`src/common/xdl_pkg.sv`:
```
// Package for the exclusive-OR and direction-load execution block.
// Assumes an 8-bit core with a 128-byte file space and three ports.
package xdl_pkg;
  localparam int          XDL_DATA_W      = 8;
  localparam int          XDL_ADDR_W      = 7;
  localparam int          XDL_SEL_W       = 3;
  // Direction-load operand values that select each port.
  localparam logic [2:0]  XDL_SEL_PORT_A  = 3'h5;
  localparam logic [2:0]  XDL_SEL_PORT_B  = 3'h6;
  localparam logic [2:0]  XDL_SEL_PORT_C  = 3'h7;
  // Reset values: direction registers reset to all inputs.
  localparam logic [7:0]  XDL_DIR_RESET   = 8'hFF;
  localparam logic [7:0]  XDL_W_RESET     = 8'h00;
  // Destination bit encodings for the file exclusive-OR.
  localparam logic        XDL_DEST_W      = 1'b0;
  localparam logic        XDL_DEST_FILE   = 1'b1;
  // Register port offsets for the software view.
  localparam logic [3:0]  XDL_REG_W       = 4'h0;
  localparam logic [3:0]  XDL_REG_STATUS  = 4'h1;
  localparam logic [3:0]  XDL_REG_DIR_A   = 4'h2;
  localparam logic [3:0]  XDL_REG_DIR_B   = 4'h3;
  localparam logic [3:0]  XDL_REG_DIR_C   = 4'h4;
  localparam int          XDL_REG_ADDR_W  = 4;
  // Status field positions.
  localparam int          XDL_ST_ZERO     = 0;
  localparam int          XDL_ST_BADSEL   = 1;
  typedef enum logic [1:0] {
    XDL_OP_NONE = 2'h0,
    XDL_OP_DIR  = 2'h1,
    XDL_OP_XORF = 2'h3,
    XDL_OP_XORL = 2'h2
  } xdl_op_t;
endpackage

```
`src/rtl/xdl_dir_decode.sv`:
```
// Decoder for the direction-load operand.
// An operand that names no port is reported as illegal through the legal output.
`timescale 1ns/100ps
module xdl_dir_decode
  import xdl_pkg::*;
(
  input  wire logic [XDL_SEL_W-1:0] sel,
  output logic      [2:0]           onehot,
  output logic                      legal
);
  // Only operands five to seven name a port; others select nothing.
  always_comb begin
    onehot    = 3'h0;
    onehot[0] = (sel == XDL_SEL_PORT_A); // see [RULE2]
    onehot[1] = (sel == XDL_SEL_PORT_B); // see [RULE2]
    onehot[2] = (sel == XDL_SEL_PORT_C); // see [RULE2]
    legal     = |onehot;                 // see [RULE1]
  end
endmodule

```
`src/rtl/xdl_exec.sv`:
```
// Execution of direction-load and the two exclusive-OR instructions.
// Assumes one instruction per cycle with file data read combinationally.
//
// Function
// [RULE1] Direction load takes operand 5..7, flags kept.
// [RULE2] Operand 5,6,7 selects port A,B,C direction.
// [RULE3] Literal XOR into working register, zero only.
// [RULE4] File XOR on address 0..127, zero only.
// [RULE5] Destination bit 0 to W, 1 to file.
// [RULE6] Zero flag set when XOR result is zero.
//
// Local design decisions: the address map and the address-and-strobe port.
`timescale 1ns/100ps
module xdl_exec
  import xdl_pkg::*;
(
  input  wire logic                      clock,
  input  wire logic                      resetn,
  input  wire logic                      op_valid,
  input  wire logic [1:0]                op_code,
  input  wire logic [XDL_DATA_W-1:0]     literal,
  input  wire logic [XDL_ADDR_W-1:0]     file_addr,
  input  wire logic                      dest,
  input  wire logic [XDL_SEL_W-1:0]      dir_sel,
  input  wire logic [XDL_DATA_W-1:0]     file_rdata,
  input  wire logic [XDL_REG_ADDR_W-1:0] reg_addr,
  input  wire logic [XDL_DATA_W-1:0]     reg_wdata,
  input  wire logic                      reg_write,
  input  wire logic                      reg_read,
  output logic      [XDL_DATA_W-1:0]     reg_rdata,
  output logic      [XDL_ADDR_W-1:0]     file_waddr,
  output logic      [XDL_DATA_W-1:0]     file_wdata,
  output logic                           file_we,
  output logic      [XDL_DATA_W-1:0]     work_reg,
  output logic                           zero_flag,
  output logic      [XDL_DATA_W-1:0]     port_a_direction,
  output logic      [XDL_DATA_W-1:0]     port_b_direction,
  output logic      [XDL_DATA_W-1:0]     port_c_direction
);
  typedef struct packed {
    // Working register and its zero flag.
    logic [XDL_DATA_W-1:0] w;
    logic                  z;
    // Sticky record of a direction load with an unusable operand.
    logic                  badsel;
    // The three port direction registers.
    logic [XDL_DATA_W-1:0] dir_a;
    logic [XDL_DATA_W-1:0] dir_b;
    logic [XDL_DATA_W-1:0] dir_c;
    // Registered file write-back, one cycle per result.
    logic [XDL_ADDR_W-1:0] waddr;
    logic [XDL_DATA_W-1:0] wdata;
    logic                  we;
    // Read data, zero except in the cycle after a read strobe.
    logic [XDL_DATA_W-1:0] rdata;
  } xdl_state_t;

  xdl_state_t            state_reg;
  xdl_state_t            state_next;
  xdl_op_t               op;
  logic [XDL_DATA_W-1:0] xor_in;
  logic [XDL_DATA_W-1:0] xor_y;
  logic                  xor_zero;
  logic [2:0]            dir_hit;
  logic                  dir_legal;

  // Register-port read decoding, shared by the read mux.
  function automatic logic [XDL_DATA_W-1:0] read_mux(
    input xdl_state_t            s,
    input logic [XDL_REG_ADDR_W-1:0] a
  );
    logic [XDL_DATA_W-1:0] r;
    r = '0;
    case (a)
      XDL_REG_W:      r = s.w;
      XDL_REG_STATUS: begin
        r[XDL_ST_ZERO]   = s.z;
        r[XDL_ST_BADSEL] = s.badsel;
      end
      XDL_REG_DIR_A:  r = s.dir_a;
      XDL_REG_DIR_B:  r = s.dir_b;
      XDL_REG_DIR_C:  r = s.dir_c;
      default:        r = '0;
    endcase
    return r;
  endfunction

  assign op     = xdl_op_t'(op_code);
  // The second operand is the literal or the addressed file byte.
  assign xor_in = (op == XDL_OP_XORL) ? literal : file_rdata;

  xdl_xor_unit #(
    .WIDTH (XDL_DATA_W)
  ) u_xor (
    .a    (state_reg.w),
    .b    (xor_in),
    .y    (xor_y),
    .zero (xor_zero)
  );

  xdl_dir_decode u_dec (
    .sel    (dir_sel),
    .onehot (dir_hit),
    .legal  (dir_legal)
  );

  // Next-state logic; instructions win over a same-cycle software write
  // to W so the executing program never sees its result overwritten.
  always_comb begin
    state_next       = state_reg;
    state_next.we    = 1'b0;
    state_next.rdata = '0;
    // Software writes come first, so an instruction below overrides them.
    if (reg_write) begin
      case (reg_addr)
        XDL_REG_W:     state_next.w     = reg_wdata;
        XDL_REG_DIR_A: state_next.dir_a = reg_wdata;
        XDL_REG_DIR_B: state_next.dir_b = reg_wdata;
        XDL_REG_DIR_C: state_next.dir_c = reg_wdata;
        XDL_REG_STATUS: state_next.badsel = 1'b0;
        default: ;
      endcase
    end
    // Instruction effects; an unused code leaves every register alone.
    if (op_valid) begin
      case (op)
        XDL_OP_DIR: begin
          // The zero flag stays untouched; an illegal operand loads nothing and sets badsel.
          if (dir_hit[0]) state_next.dir_a = state_reg.w; // see [RULE2]
          if (dir_hit[1]) state_next.dir_b = state_reg.w; // see [RULE2]
          if (dir_hit[2]) state_next.dir_c = state_reg.w; // see [RULE2]
          if (!dir_legal) state_next.badsel = 1'b1;       // see [RULE1]
        end
        XDL_OP_XORL: begin
          state_next.w = xor_y;     // see [RULE3]
          state_next.z = xor_zero;  // see [RULE6]
        end
        XDL_OP_XORF: begin
          state_next.z = xor_zero;  // see [RULE4]
          if (dest == XDL_DEST_W) begin
            state_next.w = xor_y;   // see [RULE5]
          end else begin
            state_next.we    = 1'b1; // see [RULE5]
            state_next.waddr = file_addr;
            state_next.wdata = xor_y;
          end
        end
        default: ;
      endcase
    end
    // The read sees the registers as they stood before this edge.
    if (reg_read) begin
      state_next.rdata = read_mux(state_reg, reg_addr);
    end
  end

  // State register with constant reset values.
  always_ff @(posedge clock or negedge resetn) begin
    if (!resetn) begin
      state_reg        <= '0;
      state_reg.w      <= XDL_W_RESET;
      state_reg.dir_a  <= XDL_DIR_RESET;
      state_reg.dir_b  <= XDL_DIR_RESET;
      state_reg.dir_c  <= XDL_DIR_RESET;
    end else begin
      state_reg <= state_next;
    end
  end

  assign reg_rdata        = state_reg.rdata;
  assign file_waddr       = state_reg.waddr;
  assign file_wdata       = state_reg.wdata;
  assign file_we          = state_reg.we;
  assign work_reg         = state_reg.w;
  assign zero_flag        = state_reg.z;
  assign port_a_direction = state_reg.dir_a;
  assign port_b_direction = state_reg.dir_b;
  assign port_c_direction = state_reg.dir_c;
endmodule

```
`src/rtl/xdl_xor_unit.sv`:
```
// Exclusive-OR datapath with zero detection.
// Assumes both operands are already valid in the same cycle.
`timescale 1ns/100ps
module xdl_xor_unit
  import xdl_pkg::*;
#(
  parameter int WIDTH = XDL_DATA_W
) (
  input  wire logic [WIDTH-1:0] a,
  input  wire logic [WIDTH-1:0] b,
  output logic      [WIDTH-1:0] y,
  output logic                  zero
);
  // Pure combinational result; the caller registers it.
  always_comb begin
    y    = a ^ b;
    zero = (y == '0);
  end
endmodule

```
`config.mk`:
```
export PLATFORM = sky130hd
export DESIGN_NAME = xdl_exec
export DESIGN_NICKNAME = d
export VERILOG_FILES = /design/src/common/xdl_pkg.sv /design/src/rtl/xdl_dir_decode.sv /design/src/rtl/xdl_exec.sv /design/src/rtl/xdl_xor_unit.sv
export SDC_FILE = /design/constraint.sdc
export NUM_CORES = 1
export LEC_CHECK = 0
export BUFFER_PORTS_ARGS = -buffer_cell sky130_fd_sc_hd__buf_4
export CORE_AREA = 4 4 97 81
export CTS_BUF_LIST = sky130_fd_sc_hd__clkbuf_2 sky130_fd_sc_hd__clkbuf_4 sky130_fd_sc_hd__clkbuf_8
export CTS_CLUSTER_SIZE = 40
export DETAILED_ROUTE_END_ITERATION = 6
export DIE_AREA = 0 0 101 85
export PLACE_DENSITY_LB_ADDON = 0.15
export SLEW_MARGIN = 20
export SYNTH_ARGS = -nofsm -noshare
export SYNTH_HDL_FRONTEND = slang
export SYNTH_SLANG_ARGS = --single-unit
```
`constraint.sdc`:
```
create_clock -name clock -period 1.8 [get_ports clock]
set_clock_uncertainty 0.05 [all_clocks]
set_input_delay 0.36 -clock clock [delete_from_list [all_inputs] [get_ports clock]]
set_output_delay 0.36 -clock clock [all_outputs]
set_load 0.05 [all_outputs]
```
-- Yosys cells after proc, flatten, opt, wreduce, memory -nomap -nowiden
Index checks and enable logic that the tools add are counted.
- equal/unequal tests: 10
- mux-type cells: 21
- bitwise gates (word level): 1
- reduce and logical (&&, ||, !) cells: 6
- operators with widths (operator ; number):
    two-way mux 8 bit ; 11
    two-way mux 25 bit ; 2
    two-way mux 50 bit ; 1
    two-way mux 16 bit ; 2
    one-hot mux 6 bit (4 select lines) ; 1
    one-hot mux 9 bit (2 select lines) ; 1
    one-hot mux 2 bit (5 select lines) ; 1
    equality test 3 bit (second input constant) ; 3
    equality test 4 x 2 -> 1 bit (second input constant) ; 2
    logical NOT 8 bit ; 1
    bitwise XOR 8 bit ; 1
    equality test 2 bit (second input constant) ; 2
    equality test 4 x 1 -> 1 bit (second input constant) ; 1
    equality test 4 x 3 -> 1 bit (second input constant) ; 1
    logical NOT 4 bit ; 1
    AND reduction 3 bit ; 1
    OR reduction 3 bit ; 1
    equality test 2 x 1 -> 1 bit (second input constant) ; 1
    two-way mux 1 bit ; 2
    AND reduction 2 bit ; 1
    nonzero test 2 bit ; 1
- bits in registers: 58
- input port bits: 46
- output and inout bits: 57
- logic and storage cells: 48

-- Logic depth before layout (Yosys ltp)
Gate-level depths: netlist of run 1.
- depth in word-level cells: 6
- gate-level depth with buffers: 7

-- By module
A second synthesis of run 1 with hierarchy kept.
- cell total of the unflattened synthesis: 373
- area, all modules: 3624.7 um^2
- by module, submodules not included (module ; times used ; cells each ; area each (um^2) ; sequential area each (um^2)):
    xdl_exec ; 1 ; 358 ; 3503.4 ; 1481.4
    xdl_xor_unit ; 1 ; 11 ; 88.8 ; 0.0
    xdl_dir_decode ; 1 ; 4 ; 32.5 ; 0.0

-- Worst setup path before layout of run 1
OpenSTA, ideal clock, no wires.
- path kind: in2reg
- from: in reg_addr[3]
- to: reg state_reg (netlist bit port_a_direction[0])
- library setup time: 79 ps
- data arrival time: 1408 ps
- data required time: 1671 ps
- path slack: 263 ps
- cell stages on the path: 5
- path through: buf_4 nor4b_4 nand2_4 mux2i_1 o21ai_0
- RTL lines (item ; line ; source):
    start: declaration ; xdl_exec.sv:26 ; input wire logic [XDL_REG_ADDR_W-1:0] reg_addr,
    end signal: assignment ; xdl_exec.sv:166 ; state_reg <= state_next;
    end: declaration ; xdl_exec.sv:58 ; xdl_state_t state_reg;

-- Worst setup path after layout of run 1
- from: reg state_reg (netlist bit work_reg[5])
- to: out work_reg[5]
- RTL lines (item ; line ; source):
    end: declaration ; xdl_exec.sv:34 ; output logic [XDL_DATA_W-1:0] work_reg,
No word-level cell between the ends.

==> results of run 1 <==
-- layout make-up --
| class | count | area [sq um] |
|---|---|---|
| sequential | 58 | 1481 |
| multi-input combinational | 216 | 1374 |
| inverter | 1 | 3.754 |
| fill | 584 | 2641 |
| clock inverter | 4 | 72.57 |
| tap | 87 | 108.9 |
| timing repair buffer | 122 | 943.4 |
| clock buffer | 12 | 165.2 |
-- timing repair --
item / 4_1_cts / 5_1_grt
hold endpoints to repair: 17 / 0
setup endpoints to repair: 0 / 0
hold buffers: 1 / 0
-- kinds of logic (layout without fill, tap and decap cells) --
logic type	after synthesis	in the layout
DFF	58	58
xor gates and xnor gates	8	8
AOI/OAI and AO/OA	64	64
muxes	48	48
buffers and inverters	70	139
and+or+nand+nor	96	96
-- cells in the mapped netlist, types with 3 or more instances --
cell,number
o21ai_0,34
mux2i_1,34
nor2_1,12
buf_2,5
a21oi_1,18
mux2_2,14
nand2_1,66
xor2_1,8
clkbuf_1,4
a22oi_1,6
dfstp_2,24
buf_4,57
nand4_1,3
dfrtp_1,34
-- worst min-delay path, stage by stage --
cell and delay [ns]:
buf_4 0.07, nand2_1 0.04, nand2_1 0.05
-- worst paths after layout --
path / to / depth (start not counted) / slack, ns
hold / removal: file_waddr[1]$_DFFE_PN0P_ / 3 / 0.17
setup reg to reg: zero_flag$_DFFE_PN0P_ / 3 / 0.51
max in group asynchronous: port_c_direction[7]$_DFF_PN1_ / 3 / 0.71
setup / recovery: work_reg[5] / 1 / 0.26
min in group asynchronous: state_reg[48]$_DFF_PN0_ / 2 / 0.43
hold reg to reg: file_waddr[3]$_DFFE_PN0P_ / 2 / 0.43
-- per-layer routing --
layer / track usage (%) / share of wire, % / vias to the layer above
met3: 5.670 / 6.5 / 11
li1: - / - / 1250
met5: 0 / 0 / -
met4: 6.159 / 1.2 / 0
met2: 30.72 / 47 / 73
met1: 26.61 / 45 / 1274
-- report_power, final --
group | internal (mW) | switching (mW)
clock network | 0.891 | 0.528
logic | 0.830 | 1.63
registers | 1.74 | 0.339
total | 3.46 | 2.49
-- metrics by stage --
stage	cells	utilization, %	power (mW)	area, sq um
global route	500	61.10	6.250	4149
finish	500	61.10	5.953	4149
detailed placement	483	57.45	4.573	3901
CTS	500	61.10	6.010	4149
global placement	483	57.45	4.528	3901
floorplan	344	-	4.088	3353
==> summary.txt, run 1 <==
Synth
  • Yosys top cell by area: dfrtp_1
  • Post-synth EDFFs: 0
  • Post-synth top area share: 25.37%
  • Yosys cell types: 34
  • Predominant post-synthesis flop cell: dfrtp_1
  • Seq cells post-synth: 58
  • Synth Instances: 344
  • Synthesized Nets: 390
  • Xor and xnor area share after synthesis: 2.090%
  • Yosys warns: 0
  • Largest cells by area after synthesis: dfrtp_1 (25%), dfstp_2 (19%), buf_4 (13%)
  • Complex-gate fraction of the synthesized area: 10.63%
  • Syn avg cell area: 9.748 sq um
  • Post-synthesis simple-gate area fraction: 13.40%
  • Sequential fraction of the synthesis area: 44.18%
  • Main combinational cell family by area after synthesis: multiplexers
  • Adder-Cell Fraction of Synth Area: 0%
  • Mapped cell area: 3353 sq um
  • Async set-or-reset flop fraction in the synthesized netlist: 100.0%
  • Post-synthesis mux area share: 14.85%

Floorplan
  • IO Pins: 103
  • Die ar.: 8585 sq um
  • Starting density of the core: 49.38%
  • Core area: 6790 sq um
  • Die W: 101 um
  • Chip height: 85 um
  • Rows: 27

Critical path
  • Crit-path leading delay family: flip-flops
  • Req. time, crit path: 1.39 ns
  • Crit-path cells: buf_4
  • Crit Path Max Fanout: 7
  • CP max stage cell: dfrtp_1
  • RR Startpoint: work_reg[5]$_DFF_PN0_
  • Crit path buffers/inverters: 1
  • Crit path DAT: 1.13 ns
  • Critical path endpoint category: output pin
  • CP max stage delay: 0.53 ns
  • Crit path from: work_reg[5]$_DFF_PN0_
  • CP Class: reg -> out
  • Nature of the critical path startpoint: flop

Power and ir drop
  • Pwr/cell area: 1435 nW/um^2
  • LEAKAGE: 2.076 nW
  • Max VDD drop: 0.0005410 V

Route
  • DR vias/cell: 5.216
  • Drt drc: 0
  • Routed len/inst: 16.41 um
  • Final antenna-violating net count: 0
  • First-pass DRT Iterations: 4
  • Routed WL: 8.206 mm
  • DR vias: 2,608
  • DRT iter0 DRCs: 69

Clock network
  • CTS Buf Count: 9
  • H-tree Lvls: 3
  • Clock Tree Buf Depth: 2
  • CTS tree: done
  • # Post-CTS Setup Buffers: 0
  • Worst-path clk slew: 0.07 ns
  • Post_cts resized: 0
  • Clk sinks: 58
  • Skew-Pair Late Insertion Delay: 0.33 ns
  • Clk root buf: clkbuf_8

GRT
  • Vias in the first global route: 2,654
  • Tot GR Track Use: 19.72%
  • Initial antenna violation count: 0
  • Pin count of the biggest net entering global routing: 35
  • First-pass GRT wire length: 13.27 mm
  • Grt ovf: 0

Finish
  • Synth-to-layout area growth: 23.73%
  • Ant diodes: 0
  • Most common cell after layout, fill and taps aside: buf_4
  • NumNets Final: 454
  • Share of layout cells above drive strength 1: 44.31%
  • Commonest non-fill, non-tap cells in the layout: buf_4 (119), nand2_1 (66), mux2i_1 (34), o21ai_0 (34), dfrtp_1 (34)

Timing
  • Tcrit/Tclk final: 85.55%
  • Max_slew headroom: 69.53%
  • Final Max Slew Viols: 0
  • Setup TNS: 0 ns
  • Final hold violation count: 0
  • Setup ws final: 0.2600 ns
  • Final setup violating endpoints: 0
  • Hold WS: 0.1656 ns
  • RSZ-0062 raised after global routing: no
  • Fmax: 649.4 MHz
  • Worst-Margin Slew: 0.4571 ns
  • Minimum clock period: 1.540 ns

Flow run
  • # Max-Cap Violations: 0

Placement
  • GPL Wtd Cong: 0.8164
  • Place WS: 0.01731 ns
  • Post-DP HPWL: 6.308 mm
  • PortBufs: 102

Worst hold path
  • Hold path start: file_addr[1]
  • Worst hold path class: in -> reg

Outcome
  • Run status: finished, final reports clean
Power figures use the tool's default switching activity.
==> run 2: changes to the inputs <==
Settings changed: CORE_AREA 4 4 97 81 to 4 4 108 89, DIE_AREA 0 0 101 85 to 0 0 112 93.
==> run 2 against run 1 <==
Power is 2.0% higher. Cell count grew 5.2%. Critical endpoint is now work_reg[7]. Final area is 1.2% higher. Utilization decreased by 11 points. Worst setup slack worse by 0.019 ns. Non-clock buffer count increased by 1. Count of clock-buffer cells in the layout down 1. Maximum frequency shrank 1.2%. Hold slack lost 0.014 ns. Sequential power about the same. Via count shrank 3.2%.
==> summary.txt, run 2 (synthesized netlist as in run 1, its figures left out) <==
Floorplan
  • Core area: 8446 sq um (+24%)
  • Starting density of the core: 39.70% (-9.7 points)
  • Die ar.: 10,420 sq um (+21%)
  • IO Pins: 103 (unchanged)
  • Rows: 30 (+11%)
  • Die W: 112 um (+11%)
  • Chip height: 93 um (+9.4%)

Critical path
  • CP Class: reg -> out
  • Crit path buffers/inverters: 1 (unchanged)
  • CP max stage cell: dfrtp_1
  • Critical path endpoint category: output pin
  • Crit-path leading delay family: flip-flops
  • RR Startpoint: work_reg[7]$_DFF_PN0_
  • Crit Path Max Fanout: 7 (unchanged)
  • Nature of the critical path startpoint: flop
  • Req. time, crit path: 1.39 ns (about the same)
  • Crit-path cells: buf_4
  • Crit path from: work_reg[7]$_DFF_PN0_
  • Crit path DAT: 1.15 ns (+0.02 ns)
  • CP max stage delay: 0.54 ns (about the same)

Finish
  • Ant diodes: 0 (unchanged)
  • Commonest non-fill, non-tap cells in the layout: buf_4 (120), nand2_1 (66), mux2i_1 (34), o21ai_0 (34), dfrtp_1 (34)
  • NumNets Final: 455 (+0.22%)
  • Most common cell after layout, fill and taps aside: buf_4
  • Synth-to-layout area growth: 25.19%
  • Finished Layout Cells: 526 (+5.2%)
  • Share of layout cells above drive strength 1: 44.44% (+0.13 points)

Clock network
  • Clk root buf: clkbuf_8
  • CTS Buf Count: 9 (unchanged)
  • Post_cts resized: 0 (unchanged)
  • # Post-CTS Setup Buffers: 0 (unchanged)
  • Clock Tree Buf Depth: 2 (unchanged)
  • Clk sinks: 58 (unchanged)
  • Skew-Pair Late Insertion Delay: 0.34 ns (about the same)
  • Worst-path clk slew: 0.07 ns (about the same)
  • H-tree Lvls: 3 (unchanged)
  • # hold bufs at CTS: 1 (unchanged)
  • CTS tree: done

GRT
  • Vias in the first global route: 2,557 (-3.7%)
  • Grt ovf: 0 (unchanged)
  • Initial antenna violation count: 0 (unchanged)
  • Tot GR Track Use: 17.05% (-2.7 points)
  • First-pass GRT wire length: 13.80 mm (+4.0%)
  • Pin count of the biggest net entering global routing: 31 (-11%)

Timing
  • Max_slew headroom: 71.50% (+2.0 points)
  • Final setup violating endpoints: 0 (unchanged)
  • Final hold violation count: 0 (unchanged)
  • Worst-Margin Slew: 0.4275 ns (-0.02960 ns)
  • Minimum clock period: 1.559 ns (+0.01885 ns)
  • RSZ-0062 raised after global routing: no
  • Tcrit/Tclk final: 86.60% (+1.0 points)
  • Setup TNS: 0 ns (unchanged)
  • Final Max Slew Viols: 0 (unchanged)
  • Fmax: 641.5 MHz (-1.2%)

Power and ir drop
  • Clk pwr share: 24.8% (+1.0 points)
  • Max VDD drop: 0.0007317 V (+35%)
  • LEAKAGE: 2.085 nW (+0.41%)
  • Int Pwr: 3.549 mW (+2.6%)
  • Pwr/cell area: 1447 nW/um^2 (+0.83%)
  • Gate power share: 40.6% (-0.7 points)
  • Net Sw Frac: 41.57% (-0.33 points)
  • Register share of total power: 34.6% (-0.3 points)
  • NetSw: 2.524 mW (+1.2%)
  • Tot Pwr: 6.073 mW (+2.0%)

Route
  • Final antenna-violating net count: 0 (unchanged)
  • Routed WL: 8.793 mm (+7.2%)
  • Drt drc: 0 (unchanged)
  • Routed wl met3: 604 um (+14%)
  • First-pass DRT Iterations: 4 (unchanged)
  • DR vias/cell: 4.800 (-8.0%)
  • DRT iter0 DRCs: 111 (+61%)
  • Metal-1 WL: 4.256 mm (+15%)
  • Wire length on met2: 3.854 mm (-0.39%)
  • DR vias: 2,525 (-3.2%)
  • Routed len/inst: 16.72 um (+1.9%)
  • Uppermost layer routed: met4

Placement
  • DP Cell Count: 509 (+5.4%)
  • PortBufs: 102 (unchanged)
  • Post-DP HPWL: 6.460 mm (+2.4%)
  • GPL Wtd Cong: 0.7877 (-3.5%)

Flow run
  • # Max-Cap Violations: 0 (unchanged)

Worst hold path
  • Worst hold path class: in -> reg
  • Hold path start: file_addr[3]

Outcome
  • Run status: finished, final reports clean
[run 2: final timing paths]
path                       slack, ns                       endpoint  cells past startpoint
setup reg to reg                0.54          zero_flag$_DFFE_PN0P_                      3
setup / recovery                0.24                    work_reg[7]                      1
hold / removal                  0.15      file_waddr[3]$_DFFE_PN0P_                      3
hold reg to reg                 0.43      file_waddr[2]$_DFFE_PN0P_                      2
max in group asynchronous       0.69  port_c_direction[2]$_DFF_PN1_                      3
min in group asynchronous       0.44      file_wdata[0]$_DFFE_PN0P_                      2
[run 2: per-layer routing]
layer / track usage (%) / up-vias
met5: 0 / -
met4: 4.104 / 0
met3: 5.951 / 10
met2: 25.35 / 95
met1: 23.93 / 1163
li1: - / 1257
[run 2: power groups by stage]
stage               clock network [mW]  logic, mW  registers (mW)
CTS                               1.54       2.49            2.10
floorplan                            0       2.12            1.97
global placement                     0       2.46            2.12
detailed placement                   0       2.48            2.11
global route                      1.59       2.62            2.16
finish                            1.50       2.47            2.10
[run 2: stage by stage]
step                cell area, sq um  setup slack, ns  util, %  hold slack [ns]
floorplan                       3353           0.2633        -          0.01441
global placement                3940           0.1152    46.65           0.2714
detailed placement              3940          0.04153    46.65           0.2786
CTS                             4198           0.2158    49.70           0.1341
global route                    4198           0.1967    49.70           0.1524
finish                          4198           0.2412    49.70           0.1512
[run 2: area by class of cell]
type | count | area, sq um
fill | 813 | 4248
tap | 112 | 140.1
timing repair buffer | 123 | 950.9
sequential | 58 | 1481
inverter | 1 | 3.754
multi-input combinational | 216 | 1374
clock inverter | 5 | 102.6
clock buffer | 11 | 145.1
